===== src/rtl/sadc_pkg.sv =====
// Package with constants and types of the serial converter control block
package sadc_pkg;

  // ****************************************
  // Conversion geometry
  // ****************************************
  localparam int RES_BITS = 12;
  localparam logic [RES_BITS-1:0] SAR_CLEAR = 12'h000;
  localparam logic [RES_BITS-1:0] MSB_WEIGHT = 12'h800;

  // ****************************************
  // Timing in ns and derived cycle counts at 100 MHz
  // ****************************************
  localparam int CLK_PERIOD_NS = 10;
  localparam int ACQ_TIME_NS = 315;
  localparam int ACQ_CYCLES = (ACQ_TIME_NS + CLK_PERIOD_NS - 1) / CLK_PERIOD_NS;
  localparam int WAKE_PULSE_NS = 60;
  localparam int WAKE_CYCLES = (WAKE_PULSE_NS + CLK_PERIOD_NS - 1) / CLK_PERIOD_NS;
  localparam int CNT_W = 6;

  // ****************************************
  // Power-down request pulse counts
  // ****************************************
  localparam logic [2:0] LIGHT_PULSES = 3'h2;
  localparam logic [2:0] DEEP_PULSES = 3'h4;

  // ****************************************
  // Enumerations
  // ****************************************
  typedef enum logic [2:0] {
    ST_IDLE,
    ST_ACQ,
    ST_CONVERSION_START,
    ST_SHIFT
  } sadc_state_t;

  typedef enum logic [1:0] {
    PM_ACTIVE,
    PM_LIGHT,
    PM_DEEP
  } sadc_pmode_t;

endpackage


===== src/rtl/sadc_ctrl.sv =====
// Control logic of a 12-bit successive-approximation converter with serial port
// Functional notes
// RQ1: Rising conversion_start edge begins a conversion
// RQ2: Approximation register cleared at conversion start
// RQ3: Start edges ignored while conversion runs
// RQ4: Bits resolved MSB down to LSB
// RQ5: Final register forms 12-bit serial result
// RQ6: Serial output advances with host clock
// RQ7: Acquisition phase of 315ns before converting
// RQ8: Clock high 60ns wakes from power-down
// RQ9: Two/four start pulses, clock low, power-down
// RQ10: Shutdown pin low forces shutdown, flag low
// RQ11: Power-down entered on final pulse fall
// RQ12: Device starts active after power-up
// RQ13: Result coded as straight binary
// RQ14: Host releases start early or late
// RQ15: Result shifted MSB first, one per clock
// RQ16: Host supplies enough clocks per conversion
`timescale 1ns/1ps

module sadc_ctrl (
  // Clock and reset
  input wire logic ref_clk,
  input wire logic rst_b,
  // Host serial port
  input wire logic host_clk,
  input wire logic conversion_start,
  output logic serial_result_out,
  output logic serial_out_en,
  // Shutdown pin
  input wire logic shutdown_pin_b,
  // Comparator from analog front end
  input wire logic cmp_above,
  output logic [11:0] dac_code,
  // Status
  output logic reference_settled_flag,
  output logic sampling,
  output logic converting,
  output logic light_powerdown,
  output logic deep_powerdown,
  output logic shutdown
);

  // ****************************************
  // Reset synchroniser
  // ****************************************
  logic rst_meta;
  logic rst_sync;

  // Two-stage release of the asynchronous reset
  always_ff @(posedge ref_clk or negedge rst_b) begin
    if (!rst_b) begin
      rst_meta <= 1'b0;
      rst_sync <= 1'b0;
    end else begin
      rst_meta <= 1'b1;
      rst_sync <= rst_meta;
    end
  end

  // ****************************************
  // Edge detection of host pins
  // ****************************************
  logic conversion_start_d;
  logic hclk_d;
  logic conversion_start_rise;
  logic conversion_start_fall;
  logic hclk_rise;

  always_ff @(posedge ref_clk or negedge rst_sync) begin
    if (!rst_sync) begin
      conversion_start_d <= 1'b0;
      hclk_d <= 1'b0;
    end else begin
      conversion_start_d <= conversion_start;
      hclk_d <= host_clk;
    end
  end

  // Single-cycle edge pulses
  assign conversion_start_rise = conversion_start & ~conversion_start_d;
  assign conversion_start_fall = ~conversion_start & conversion_start_d;
  assign hclk_rise = host_clk & ~hclk_d;

  // ****************************************
  // Power mode tracking
  // ****************************************
  sadc_pkg::sadc_pmode_t pmode;
  sadc_pkg::sadc_pmode_t next_pmode;
  logic [2:0] pulse_cnt;
  logic [2:0] next_pulse_cnt;
  logic [sadc_pkg::CNT_W-1:0] high_cnt;
  logic [sadc_pkg::CNT_W-1:0] next_high_cnt;
  logic wake;

  // Wake when the clock has stayed high long enough
  assign wake = host_clk &&
      (high_cnt >= sadc_pkg::CNT_W'(sadc_pkg::WAKE_CYCLES - 1)); // [RQ8]

  always_comb begin
    next_pmode = pmode;
    next_pulse_cnt = pulse_cnt;
    next_high_cnt = '0;
    if (host_clk && high_cnt != '1) begin
      next_high_cnt = high_cnt + 1'b1;
    end
    if (host_clk || !shutdown_pin_b) begin
      // A clock high phase or shutdown abandons a partial request
      next_pulse_cnt = 3'h0;
    end else if (conversion_start_fall) begin
      // Count pulses with clock low; the falling edge decides the mode
      next_pulse_cnt = pulse_cnt + 3'h1; // [RQ9]
      if (pulse_cnt + 3'h1 == sadc_pkg::LIGHT_PULSES) begin
        next_pmode = sadc_pkg::PM_LIGHT; // [RQ11]
      end else if (pulse_cnt + 3'h1 == sadc_pkg::DEEP_PULSES) begin
        next_pmode = sadc_pkg::PM_DEEP; // [RQ11]
        next_pulse_cnt = 3'h0;
      end
    end
    if (wake && pmode != sadc_pkg::PM_ACTIVE) begin
      next_pmode = sadc_pkg::PM_ACTIVE; // [RQ8]
    end
  end

  // Power-up lands in the active mode
  always_ff @(posedge ref_clk or negedge rst_sync) begin
    if (!rst_sync) begin
      pmode <= sadc_pkg::PM_ACTIVE; // [RQ12]
      pulse_cnt <= 3'h0;
      high_cnt <= '0;
    end else begin
      pmode <= next_pmode;
      pulse_cnt <= next_pulse_cnt;
      high_cnt <= next_high_cnt;
    end
  end

  assign light_powerdown = (pmode == sadc_pkg::PM_LIGHT);
  assign deep_powerdown = (pmode == sadc_pkg::PM_DEEP);
  assign shutdown = ~shutdown_pin_b; // [RQ10]

  // ****************************************
  // Conversion sequencer
  // ****************************************
  sadc_pkg::sadc_state_t state;
  sadc_pkg::sadc_state_t next_state;
  logic [11:0] approximation_register;
  logic [11:0] next_approximation_register;
  logic [11:0] weight;
  logic [11:0] next_weight;
  logic [11:0] shift_reg;
  logic [11:0] next_shift_reg;
  logic [sadc_pkg::CNT_W-1:0] cnt;
  logic [sadc_pkg::CNT_W-1:0] next_cnt;
  logic sout;
  logic next_sout;
  logic oen;
  logic next_oen;
  logic ref_ok;
  logic next_ref_ok;
  logic can_start;

  // Starts are accepted only in the active mode with the shutdown pin high
  assign can_start = (pmode == sadc_pkg::PM_ACTIVE) && shutdown_pin_b;

  always_comb begin
    next_state = state;
    next_approximation_register = approximation_register;
    next_weight = weight;
    next_shift_reg = shift_reg;
    next_cnt = cnt;
    next_sout = sout;
    next_oen = oen;
    next_ref_ok = ref_ok;
    if (!shutdown_pin_b || deep_powerdown) begin
      next_ref_ok = 1'b0; // [RQ10]
    end else if (pmode == sadc_pkg::PM_ACTIVE) begin
      next_ref_ok = 1'b1;
    end
    case (state)
      sadc_pkg::ST_IDLE: begin
        // Only an idle sequencer reacts to a start edge
        if (conversion_start_rise && can_start) begin // [RQ1] [RQ3]
          next_state = sadc_pkg::ST_ACQ;
          next_cnt = '0;
          next_approximation_register = sadc_pkg::SAR_CLEAR; // [RQ2]
          next_weight = sadc_pkg::MSB_WEIGHT;
          next_oen = 1'b0;
        end
      end
      sadc_pkg::ST_ACQ: begin
        // Track the input for the acquisition time
        if (cnt == sadc_pkg::CNT_W'(sadc_pkg::ACQ_CYCLES - 1)) begin // [RQ7]
          next_state = sadc_pkg::ST_CONVERSION_START;
        end else begin
          next_cnt = cnt + 1'b1;
        end
      end
      sadc_pkg::ST_CONVERSION_START: begin
        // One bit decision per host clock rise, trial bit set first
        if (hclk_rise) begin // [RQ4]
          if (cmp_above) begin
            next_approximation_register = approximation_register | weight;
          end
          next_weight = weight >> 1;
          if (weight[0]) begin
            next_state = sadc_pkg::ST_SHIFT;
            next_shift_reg = approximation_register | (cmp_above ? weight : 12'h000); // [RQ5]
            next_cnt = '0;
          end
        end
      end
      sadc_pkg::ST_SHIFT: begin
        // Straight binary word out MSB first, one bit per host clock rise
        if (hclk_rise) begin // [RQ6] [RQ15] [RQ13]
          if (cnt == sadc_pkg::CNT_W'(sadc_pkg::RES_BITS)) begin
            next_oen = 1'b0;
            next_state = sadc_pkg::ST_IDLE;
          end else begin
            next_sout = shift_reg[11];
            next_shift_reg = {shift_reg[10:0], 1'b0};
            next_oen = 1'b1;
            next_cnt = cnt + 1'b1;
          end
        end
      end
      default: begin
        next_state = sadc_pkg::ST_IDLE;
      end
    endcase
    // Shutdown and power-down both abort a conversion in flight
    if (!shutdown_pin_b || pmode != sadc_pkg::PM_ACTIVE) begin
      next_state = sadc_pkg::ST_IDLE;
      next_oen = 1'b0;
    end
  end

  always_ff @(posedge ref_clk or negedge rst_sync) begin
    if (!rst_sync) begin
      state <= sadc_pkg::ST_IDLE;
      approximation_register <= 12'h000;
      weight <= 12'h000;
      shift_reg <= 12'h000;
      cnt <= '0;
      sout <= 1'b0;
      oen <= 1'b0;
      ref_ok <= 1'b0;
    end else begin
      state <= next_state;
      approximation_register <= next_approximation_register;
      weight <= next_weight;
      shift_reg <= next_shift_reg;
      cnt <= next_cnt;
      sout <= next_sout;
      oen <= next_oen;
      ref_ok <= next_ref_ok;
    end
  end

  assign serial_result_out = sout;
  assign serial_out_en = oen;
  assign dac_code = approximation_register | weight;
  assign reference_settled_flag = ref_ok;
  assign sampling = (state == sadc_pkg::ST_ACQ);
  assign converting = (state != sadc_pkg::ST_IDLE);
endmodule


===== config.mk =====
export PLATFORM = sky130hd
export DESIGN_NAME = sadc_ctrl
export DESIGN_NICKNAME = d
export VERILOG_FILES = /design/src/rtl/sadc_pkg.sv /design/src/rtl/sadc_ctrl.sv
export SDC_FILE = /design/constraint.sdc
export NUM_CORES = 1
export LEC_CHECK = 0
export BUFFER_PORTS_ARGS = -buffer_cell sky130_fd_sc_hd__buf_2
export CAP_MARGIN = 20
export CORE_MARGIN = 3
export CORE_UTILIZATION = 54
export DETAILED_ROUTE_END_ITERATION = 8
export HOLD_SLACK_MARGIN = 0.05
export MAX_ROUTING_LAYER = met4
export PLACE_DENSITY = 0.77
export SLEW_MARGIN = 10
export SYNTH_ARGS = -nofsm -noshare
export SYNTH_HDL_FRONTEND = slang
export SYNTH_SLANG_ARGS = --single-unit

===== constraint.sdc =====
create_clock -name ref_clk -period 1.9 [get_ports ref_clk]
set_input_delay 0.19 -clock ref_clk [delete_from_list [all_inputs] [get_ports ref_clk]]
set_output_delay 0.19 -clock ref_clk [all_outputs]
set_load 0.05 [all_outputs]

==> impl_metrics.json, run 1 <==
{
  "nets_in_the_synthesized_netlist": 336,
  "synth_async_sr_flop_share_pct": 100.0,
  "cts.htree.levels": 3,
  "die_h_um": 84.17,
  "postSynthCellCount": 318,
  "max-clock-path-buffers": 2,
  "postSynthRegisterBits": 62,
  "drc": 0,
  "dr_total_vias": 2528,
  "synth-edff-count": 0,
  "grtUsageMet2_pct": 33.14,
  "finClkSkew_ns": 0.01017,
  "cts.reportedPaths.clkPinSlew_ns": 0.06,
  "multi_input_comb_area_um2": 1629,
  "synthAdderAreaFrac_pct": 4.551,
  "power.ir.vdd_worst_v": 0.0006860,
  "detailed_place_hpwl_mm": 4.638,
  "synth-xor-area-share_pct": 1.327,
  "grtUsageMet3_pct": 4.416,
  "min_from": "host_clk",
  "largest_net_degree_at_the_start_of_global_routing": 61,
  "largest_family_of_logic_cells_by_synthesized_area": "simple AND/OR/NAND/NOR gates",
  "power_leakage_uw": 0.001844,
  "worstSetupStartpoint": "conversion_start",
  "cts_tree": "built",
  "yosys_warnings": 0,
  "grt_most_used_layer": "met2",
  "status": "completed",
  "met1_usage_pct": 27.49,
  "slowest_delay_ns": 0.53,
  "finalWorstPathRequiredPeriod_ns": 1.815,
  "power.density_nw_per_um2": 925.5,
  "finish.instance_area_um2": 3807,
  "netlist_area_um2": 3299,
  "drt_iter0_markers": 239,
  "avgSynthCellArea_um2": 10.38,
  "tritoncts_num_sinks": 62,
  "crit_path_max_fanout": 11,
  "gp_congestion": 0.8981,
  "count_of_port_buffers_added_during_placement": 25,
  "maximum_frequency_from_static_timing_analysis_ghz": 0.5511,
  "area.sequential_um2": 1553,
  "first_global_vias": 2489,
  "fin_setup_tns_ns": 0,
  "clk_latency_ns": 0.33,
  "mostFrequentLayoutCells": "61 x dfrtp_1, 25 x nor2_1, 25 x buf_2",
  "post_dp_cell_area_um2": 3557,
  "synthTopCellsByArea": "dfrtp_1 47%, ha_1 4.6%, mux2_4 4.6%",
  "drt-pass1-iter-count": 4,
  "crit_path_capture_type": "flop",
  "floorplan.initialDensity_pct": 57.79,
  "cts_made_buffers": 9,
  "cts_setup_buffers": 0,
  "fp.dieW_um": 84.17,
  "final_hold_viol_count": 0,
  "route.final.wire_length_mm": 6.709,
  "clock_tree.root_cell": "clkbuf_8",
  "area_growth_syn_to_layout_pct": 15.40,
  "cap_violations": 0,
  "min-delay-path-class": "primary input to flop",
  "synth-compound-area-share_pct": 16.80,
  "num_antenna_cells": 0,
  "synth_largest_area_cell": "dfrtp_1",
  "synth_ff_type": "dfrtp_1",
  "routed_wire_per_std_cell_um": 15.64,
  "std_cell_rows": 27,
  "detail-route-antenna-nets": 0,
  "crit_start_category": "primary input",
  "worstSetupPathType": "primary input to flop",
  "layout.cells.most_common": "dfrtp_1",
  "slowest_stage": "dlygate4sd3_1",
  "critical_register_to_register_path_startpoint": "state[1]",
  "synth_simple_gate_area_share_pct": 18.39,
  "fin_nets": 371,
  "netlist.area_leader.share_pct": 47.02,
  "setup_repair_after_global_routing_missed_its_margin": "false",
  "grt-ovfl-total": 0,
  "final-setup-viol-count": 0,
  "global_route_wire_length_before_repair_mm": 11.85,
  "post-route-period-util_pct": 95.51,
  "critical_path_required_ns": 2.11,
  "design.die.area_um2": 7084,
  "number_of_placed_i_o_pins": 26,
  "global_route_total_usage_across_every_layer_pct": 21.35,
  "worstPathCellList": "dlygate4sd3_1, buf_2, nand3b_1, o31ai_4, nand2_1, a21bo_2",
  "finalMaxSlewViolations": 0,
  "post_synth_num_cell_types": 52,
  "synth.area.mux_share_pct": 7.698,
  "core_region_area_um2": 5709,
  "grt_antenna_before_repair": 0,
  "synth.yosys.seq_area_share_pct": 47.02,
  "cp.arrival_ns": 2.03,
  "vias_per_cell": 5.893,
  "filler_cells_inserted": 450,
  "layout-drive-gt1-share_pct": 28.29
}
## Yosys cell counts, types with 4 or more instances
cell type / number
nand4_1: 12
inv_1: 12
mux2i_1: 7
o21ai_0: 16
clkbuf_1: 7
ha_1: 12
or2_2: 12
nand3_1: 9
a21bo_2: 11
nand2_1: 20
nor2b_1: 4
a21oi_1: 20
nor3_1: 4
dfrtp_1: 62
buf_2: 8
mux2_4: 10
a31oi_1: 16
nand2b_1: 6
nor2_1: 25
## through the flow
stage,util [%],hold slack (ns),std cells,worst slack (ns),power [µW]
floorplan,-,-0.1056,318,0.04589,1993
global placement,62.31,-0.02423,412,0.1409,2183
detailed placement,62.31,-0.02482,412,0.07485,2201
CTS,66.64,0.06738,429,0.06980,3557
global route,66.69,0.06580,429,0.003409,3699
finish,66.69,0.07916,429,0.08534,3524
## metal layers
layer	up-vias	wire (µm)
li1	1209	-
met1	1248	3061
met2	63	3274
met3	8	290
met4	0	82
met5	-	0
## area by class of cell
cell class	count	area share, %
clock buffers	10	3.352
clock inverters	5	2.629
flip-flops and latches	62	40.78
repair buffers	41	6.901
inverters	12	1.183
multi-input cells	227	42.79
well taps	72	2.366
## kinds of logic (layout without fill, tap and decap cells)
family                     Yosys count  after routing
AOI/OAI and AO/OA                   79             79
xor gates and xnor gates             5              5
adders and majority gates           12             12
buffers and inverters               29             68
DFF                                 62             62
muxes                               20             20
other                                1              1
and+or+nand+nor                    110            110
## path summary, 6_finish.rpt
path / to / slack, ns / cells past startpoint
hold reg to reg: approximation_register[8] / 0.27 / 1
setup / recovery: weight[8] / 0.09 / 6
min in group asynchronous: rst_sync / 0.16 / 2
max in group asynchronous: pulse_cnt[1] / 1.35 / 1
setup reg to reg: shift_reg[10] / 0.11 / 6
hold / removal: hclk_d / 0.08 / 1
## critical path: cells and delay by family
kind / cells / cell delay [ns]
AO/OA/AOI/OAI: 2 / 0.67
buffers and inverters: 2 / 0.66
AND/OR/NAND/NOR: 2 / 0.51
## where the power goes
group	switching (µW)	internal (µW)	leakage [µW]
sequential	54.8	1370	0.000843
clock	485	860	0.000116
combinational	499	252	0.000884
## repair_timing
action / 4_1_cts / 5_1_grt
hold endpoints to repair: 3 / 0
resized for setup: 0 / 1
setup endpoints to repair: 0 / 10
hold buffers: 2 / 0
Note: power is estimated with default switching activity, not from simulation.
==> inputs of run 2 (changes only) <==
- CORE_ASPECT_RATIO: not set -> 0.6
- CORE_MARGIN: 3 -> 4
==> run 2 against run 1 <==
  * Sequential cell count unchanged
  * Sequential share of layout area down 0.71 points
  * Worst setup slack worse by 0.0041 ns
  * Clock skew shrank 0.0060 ns
  * Highest routed layer unchanged
  * Utilization grew 0.65 points
  * Via count grew 0.71%
  * Global-route usage increased by 1.6 points
==> impl_metrics.json, run 2 (synthesis results as in run 1) <==
{
  "cts.htree.levels": 3,
  "power_leakage_uw": 0.001859,
  "core_region_area_um2": 5754,
  "slew_margin_rel_pct": 61.16,
  "cts.reportedPaths.clkPinSlew_ns": 0.07,
  "die_h_um": 68.55,
  "setup_slack_after_layout_ns": 0.08122,
  "max-clock-path-buffers": 2,
  "crit_path_max_fanout": 12,
  "area_growth_syn_to_layout_pct": 17.44,
  "detailed_place_hpwl_mm": 5.212,
  "num_antenna_cells": 0,
  "mostFrequentLayoutCells": "61 x dfrtp_1, 25 x nor2_1, 25 x buf_2",
  "global_route_wire_length_before_repair_mm": 12.37,
  "power_uw": 3587,
  "layoutNonFillerInstCount": 440,
  "layout-drive-gt1-share_pct": 29.72,
  "global_route_total_usage_across_every_layer_pct": 22.98,
  "power.density_nw_per_um2": 925.8,
  "power.ir.vdd_worst_v": 0.0006610,
  "finClkSkew_ns": 0.004177,
  "std_cell_rows": 21,
  "gp_congestion": 0.9234,
  "cts_made_buffers": 9,
  "first_global_vias": 2474,
  "fin_nets": 373,
  "route.final.wire_length_mm": 7.357,
  "fp.dieW_um": 108.9,
  "detail-route-antenna-nets": 0,
  "status": "completed",
  "dr_total_vias": 2546,
  "cap_violations": 0,
  "finalWorstPathRequiredPeriod_ns": 1.819,
  "drt-pass1-iter-count": 6,
  "count_of_port_buffers_added_during_placement": 25,
  "layout.cells.most_common": "dfrtp_1",
  "cp.arrival_ns": 2.04,
  "cts_tree": "built",
  "final-setup-viol-count": 0,
  "post-route-period-util_pct": 95.73,
  "crit_start_category": "flop",
  "fin_setup_tns_ns": 0,
  "largest_net_degree_at_the_start_of_global_routing": 31,
  "drt_iter0_markers": 170,
  "clock_tree.root_cell": "clkbuf_8",
  "tritoncts_num_sinks": 62,
  "finalMaxSlewViolations": 0,
  "routed_wire_per_std_cell_um": 16.72,
  "final_hold_viol_count": 0,
  "floorplan.initialDensity_pct": 57.34,
  "design.die.area_um2": 7465,
  "timing_worst_slew_pin_value_ns": 0.5826,
  "placedCellCount": 421,
  "worstSetupPathType": "flop to flop",
  "drc": 0,
  "clk_latency_ns": 0.34,
  "critical_path_required_ns": 2.12,
  "crit_path_capture_type": "flop",
  "maximum_frequency_from_static_timing_analysis_ghz": 0.5498,
  "dp_worst_setup_slack_ns": 0.02130,
  "number_of_placed_i_o_pins": 26,
  "min-delay-path-class": "primary input to flop",
  "filler_cells_inserted": 447,
  "grt_antenna_before_repair": 0,
  "vias_per_cell": 5.786,
  "grt-ovfl-total": 0
}
[run 2: through the flow]
step / hold WS (ns) / instance area (µm²) / utilization [%]
6_report: 0.07942 / 3875 / 67.34
5_1_grt: 0.05852 / 3875 / 67.34
4_1_cts: 0.06699 / 3854 / 66.97
3_5_place_dp: -0.02472 / 3600 / 62.56
3_3_place_gp: -0.02508 / 3600 / 62.56
2_1_floorplan: -0.1056 / 3299 / -
[run 2: power breakdown]
group	leakage, µW	switching, µW	internal (µW)
Sequential	0.000843	54.6	1370
Combinational	0.000896	528	291
Clock	0.000120	496	845
Total	0.00186	1080	2510
[run 2: layer usage]
layer	routed length (µm)	GRT usage [%]	vias up
met5	0	-	-
met4	99	7.244	0
met3	503	6.512	14
met2	3164	31.12	93
met1	3590	33.27	1232
li1	-	-	1207
[run 2: final cells by class]
class	count	area [µm²]	area share, %
Multi-Input combinational cell	227	1637	42.23
Sequential cell	62	1553	40.07
Timing Repair Buffer	43	306.5	7.911
Clock buffer	13	168.9	4.359
Tap cell	80	100.1	2.583
Clock inverter	3	65.06	1.679
Inverter	12	45.04	1.162
[run 2: worst paths after layout]
path	to	from	slack [ns]	cells after the start
worst max-delay path	shift_reg[1]	state[0]	0.08	7
worst min-delay path	hclk_d	host_clk	0.08	1
worst max register to register	shift_reg[1]	state[0]	0.08	7
worst min register to register	pmode[1]	rst_sync	0.21	0
max in group asynchronous	serial_out_en	rst_sync	1.16	1
min in group asynchronous	rst_sync	rst_b	0.16	2
[run 2: critical path: stages, from the launching register on]
cell	delay [ns]
dfrtp_1	0.42
inv_1	0.09
ha_2	0.22
nand2b_1	0.14
a21oi_4	0.10
nor3_4	0.21
buf_12	0.18
mux2_2	0.34
[run 2: repair_timing]
item,in CTS,in global routing
setup buffers,0,1
endpoints found under the setup margin,0,33
hold buffers,2,0
resized for setup,0,6
hold endpoints to repair,3,0
==> inputs of run 3 (changes only) <==
- CELL_PAD_IN_SITES_DETAIL_PLACEMENT: not set -> 0
- CELL_PAD_IN_SITES_GLOBAL_PLACEMENT: not set -> 1
- CORE_UTILIZATION: 54 -> 43
- clock period: 1.9 -> 1.6 ns (I/O delays scaled with it)
==> run 3 against run 2 <==
  * The flow now finishes with violations (setup timing)
  * Maximum frequency rose by 3.5%
  * Non-clock buffer count rose by 38
  * Clock skew rose by 0.0013 ns
  * Via count rose by 5.3%
  * Count of clock-buffer cells in the layout fell by 1
  * Critical endpoint is now shift_reg[9]
  * Routed wire length rose by 16%
==> impl_metrics.json, run 3 (synthesis results as in run 1) <==
{
  "mostFrequentLayoutCells": "60 x dfrtp_1, 38 x buf_4, 24 x buf_2",
  "fp.dieW_um": 121.1,
  "routedLengthMet1_mm": 4.532,
  "slew_margin_rel_pct": 64.74,
  "finalWorstPathRequiredPeriod_ns": 1.757,
  "count_of_port_buffers_added_during_placement": 25,
  "power_leakage_uw": 0.002123,
  "slowest_delay_ns": 0.43,
  "drt-pass1-iter-count": 4,
  "grt_antenna_before_repair": 1,
  "met2_wirelength_mm": 3.696,
  "routed-wl-met3_um": 215,
  "filler_cells_inserted": 569,
  "worstPathCellList": "ha_2, nor2_4, a21oi_4, nor3_4, clkbuf_16, mux2_4",
  "std_cell_rows": 24,
  "core_region_area_um2": 7357,
  "worst_path_dominant_cell_family": "flip-flops",
  "crit_start_category": "flop",
  "critical_path_required_ns": 1.81,
  "tritoncts_num_sinks": 62,
  "crit_path_max_fanout": 6,
  "violations": "setup timing",
  "worstSetupPathType": "flop to flop",
  "maximum_frequency_from_static_timing_analysis_ghz": 0.5691,
  "dr_total_vias": 2680,
  "fin_nets": 411,
  "detail-route-antenna-nets": 0,
  "layout.cells.most_common": "dfrtp_1",
  "highest_layer_used_for_signal_routing": "met4",
  "setup_repair_after_global_routing_missed_its_margin": "true",
  "global_route_total_usage_across_every_layer_pct": 19.88,
  "power.density_nw_per_um2": 1154,
  "clock_tree.root_cell": "clkbuf_16",
  "critical_path.n_buffers_inverters": 1,
  "design.die.area_um2": 9184,
  "layout-drive-gt1-share_pct": 45.34,
  "setup_slack_after_layout_ns": -0.1571,
  "finalMaxSlewViolations": 0,
  "drc": 0,
  "gp_congestion": 0.8296,
  "largest_net_degree_at_the_start_of_global_routing": 41,
  "post_dp_cell_area_um2": 3855,
  "min-delay-path-class": "primary input to async pin",
  "cts.htree.levels": 3,
  "cp.arrival_ns": 1.97,
  "cts_made_buffers": 9,
  "status": "finished, violations left",
  "timing_worst_slew_pin_value_ns": 0.5289,
  "max-clock-path-buffers": 2,
  "power_uw": 5340,
  "finish.instance_area_um2": 4626,
  "slowest_stage": "dfrtp_2",
  "crit_path_capture_type": "flop",
  "cts_tree": "built",
  "number_of_placed_i_o_pins": 26,
  "drt_iter0_markers": 162,
  "post-route-period-util_pct": 109.8,
  "floorplan.initialDensity_pct": 44.85,
  "fin_setup_tns_ns": -4.273,
  "vias_per_cell": 5.339,
  "power.ir.vdd_worst_v": 0.0007705,
  "cts.reportedPaths.clkPinSlew_ns": 0.05,
  "first_global_vias": 2588,
  "final_hold_viol_count": 0,
  "clk_latency_ns": 0.33,
  "global_route_wire_length_before_repair_mm": 13.36,
  "grt-ovfl-total": 0,
  "post-route-util_pct": 62.87,
  "route.final.wire_length_mm": 8.521,
  "die_h_um": 75.85,
  "detailed_place_hpwl_mm": 5.425,
  "finClkSkew_ns": 0.005456,
  "area_growth_syn_to_layout_pct": 40.20,
  "final-setup-viol-count": 43,
  "cap_violations": 0,
  "routed_wire_per_std_cell_um": 16.97
}
==> run 3: cell types whose count changed in the layout (fill, tap and decap cells not counted), sizes merged <==
cell,previous run,this run
buf,41,78
clkinvlp,0,1
diode,0,1
inv,12,11
==> run 3: where the power goes <==
part | switching, µW | total (µW) | internal (µW)
Combinational | 853 | 1570 | 721
Clock | 675 | 2070 | 1400
Sequential | 57.6 | 1690 | 1630
Total | 1590 | 5340 | 3750
==> run 3: through the flow <==
stage | hold slack, ns | cells | worst slack (ns)
after CTS | 0.1241 | 497 | -0.09471
after detailed placement | -0.05216 | 473 | -0.1454
after global placement | -0.05400 | 473 | -0.1879
after global routing | 0.1387 | 502 | -0.2083
after floorplan | -0.1356 | 318 | -0.1782
final | 0.1292 | 502 | -0.1571
==> run 3: final cells by class <==
class	instances	area, µm²	area share [%]
multi-input combinational	227	1904	41.17
clock buffer	12	246.5	5.329
inverter	12	53.80	1.163
tap	104	130.1	2.813
antenna	1	2.502	0.05410
timing repair buffer	81	665.6	14.39
clock inverter	3	68.82	1.488
sequential	62	1554	33.59
==> run 3: worst register-to-register path: stages (launching register included) <==
cell and delay [ns]:
dfrtp_2 0.43, ha_2 0.23, nor2_4 0.16, a21oi_4 0.07, nor3_4 0.24, clkbuf_16 0.22, mux2_4 0.29
==> run 3: what timing repair did <==
action	in CTS	in global routing
hold buffers	2	0
cloned	2	1
endpoints found under the setup margin	49	50
buffers inserted	5	4
pin swaps	9	13
gates resized for setup	32	42
hold endpoints to repair	3	0
==> run 3: layer usage <==
layer	up-vias	global-route usage [%]
met3	6	6.751
met5	-	-
met1	1356	28.23
li1	1289	-
met2	29	27.00
met4	0	5.025
==> run 3: path summary, 6_finish.rpt <==
| path | startpoint | end | slack [ns] | cells after the start |
|---|---|---|---|---|
| min in group ref_clk | shutdown_pin_b | reference_settled_flag | 0.13 | 3 |
| max | state[1] | shift_reg[9] | -0.16 | 6 |
| max reg2reg | state[1] | shift_reg[9] | -0.16 | 6 |
| max in group asynchronous | rst_sync | cnt[4] | 0.89 | 1 |
| min reg2reg | rst_sync | pulse_cnt[2] | 0.24 | 1 |
| min | rst_b | rst_meta | 0.13 | 2 |
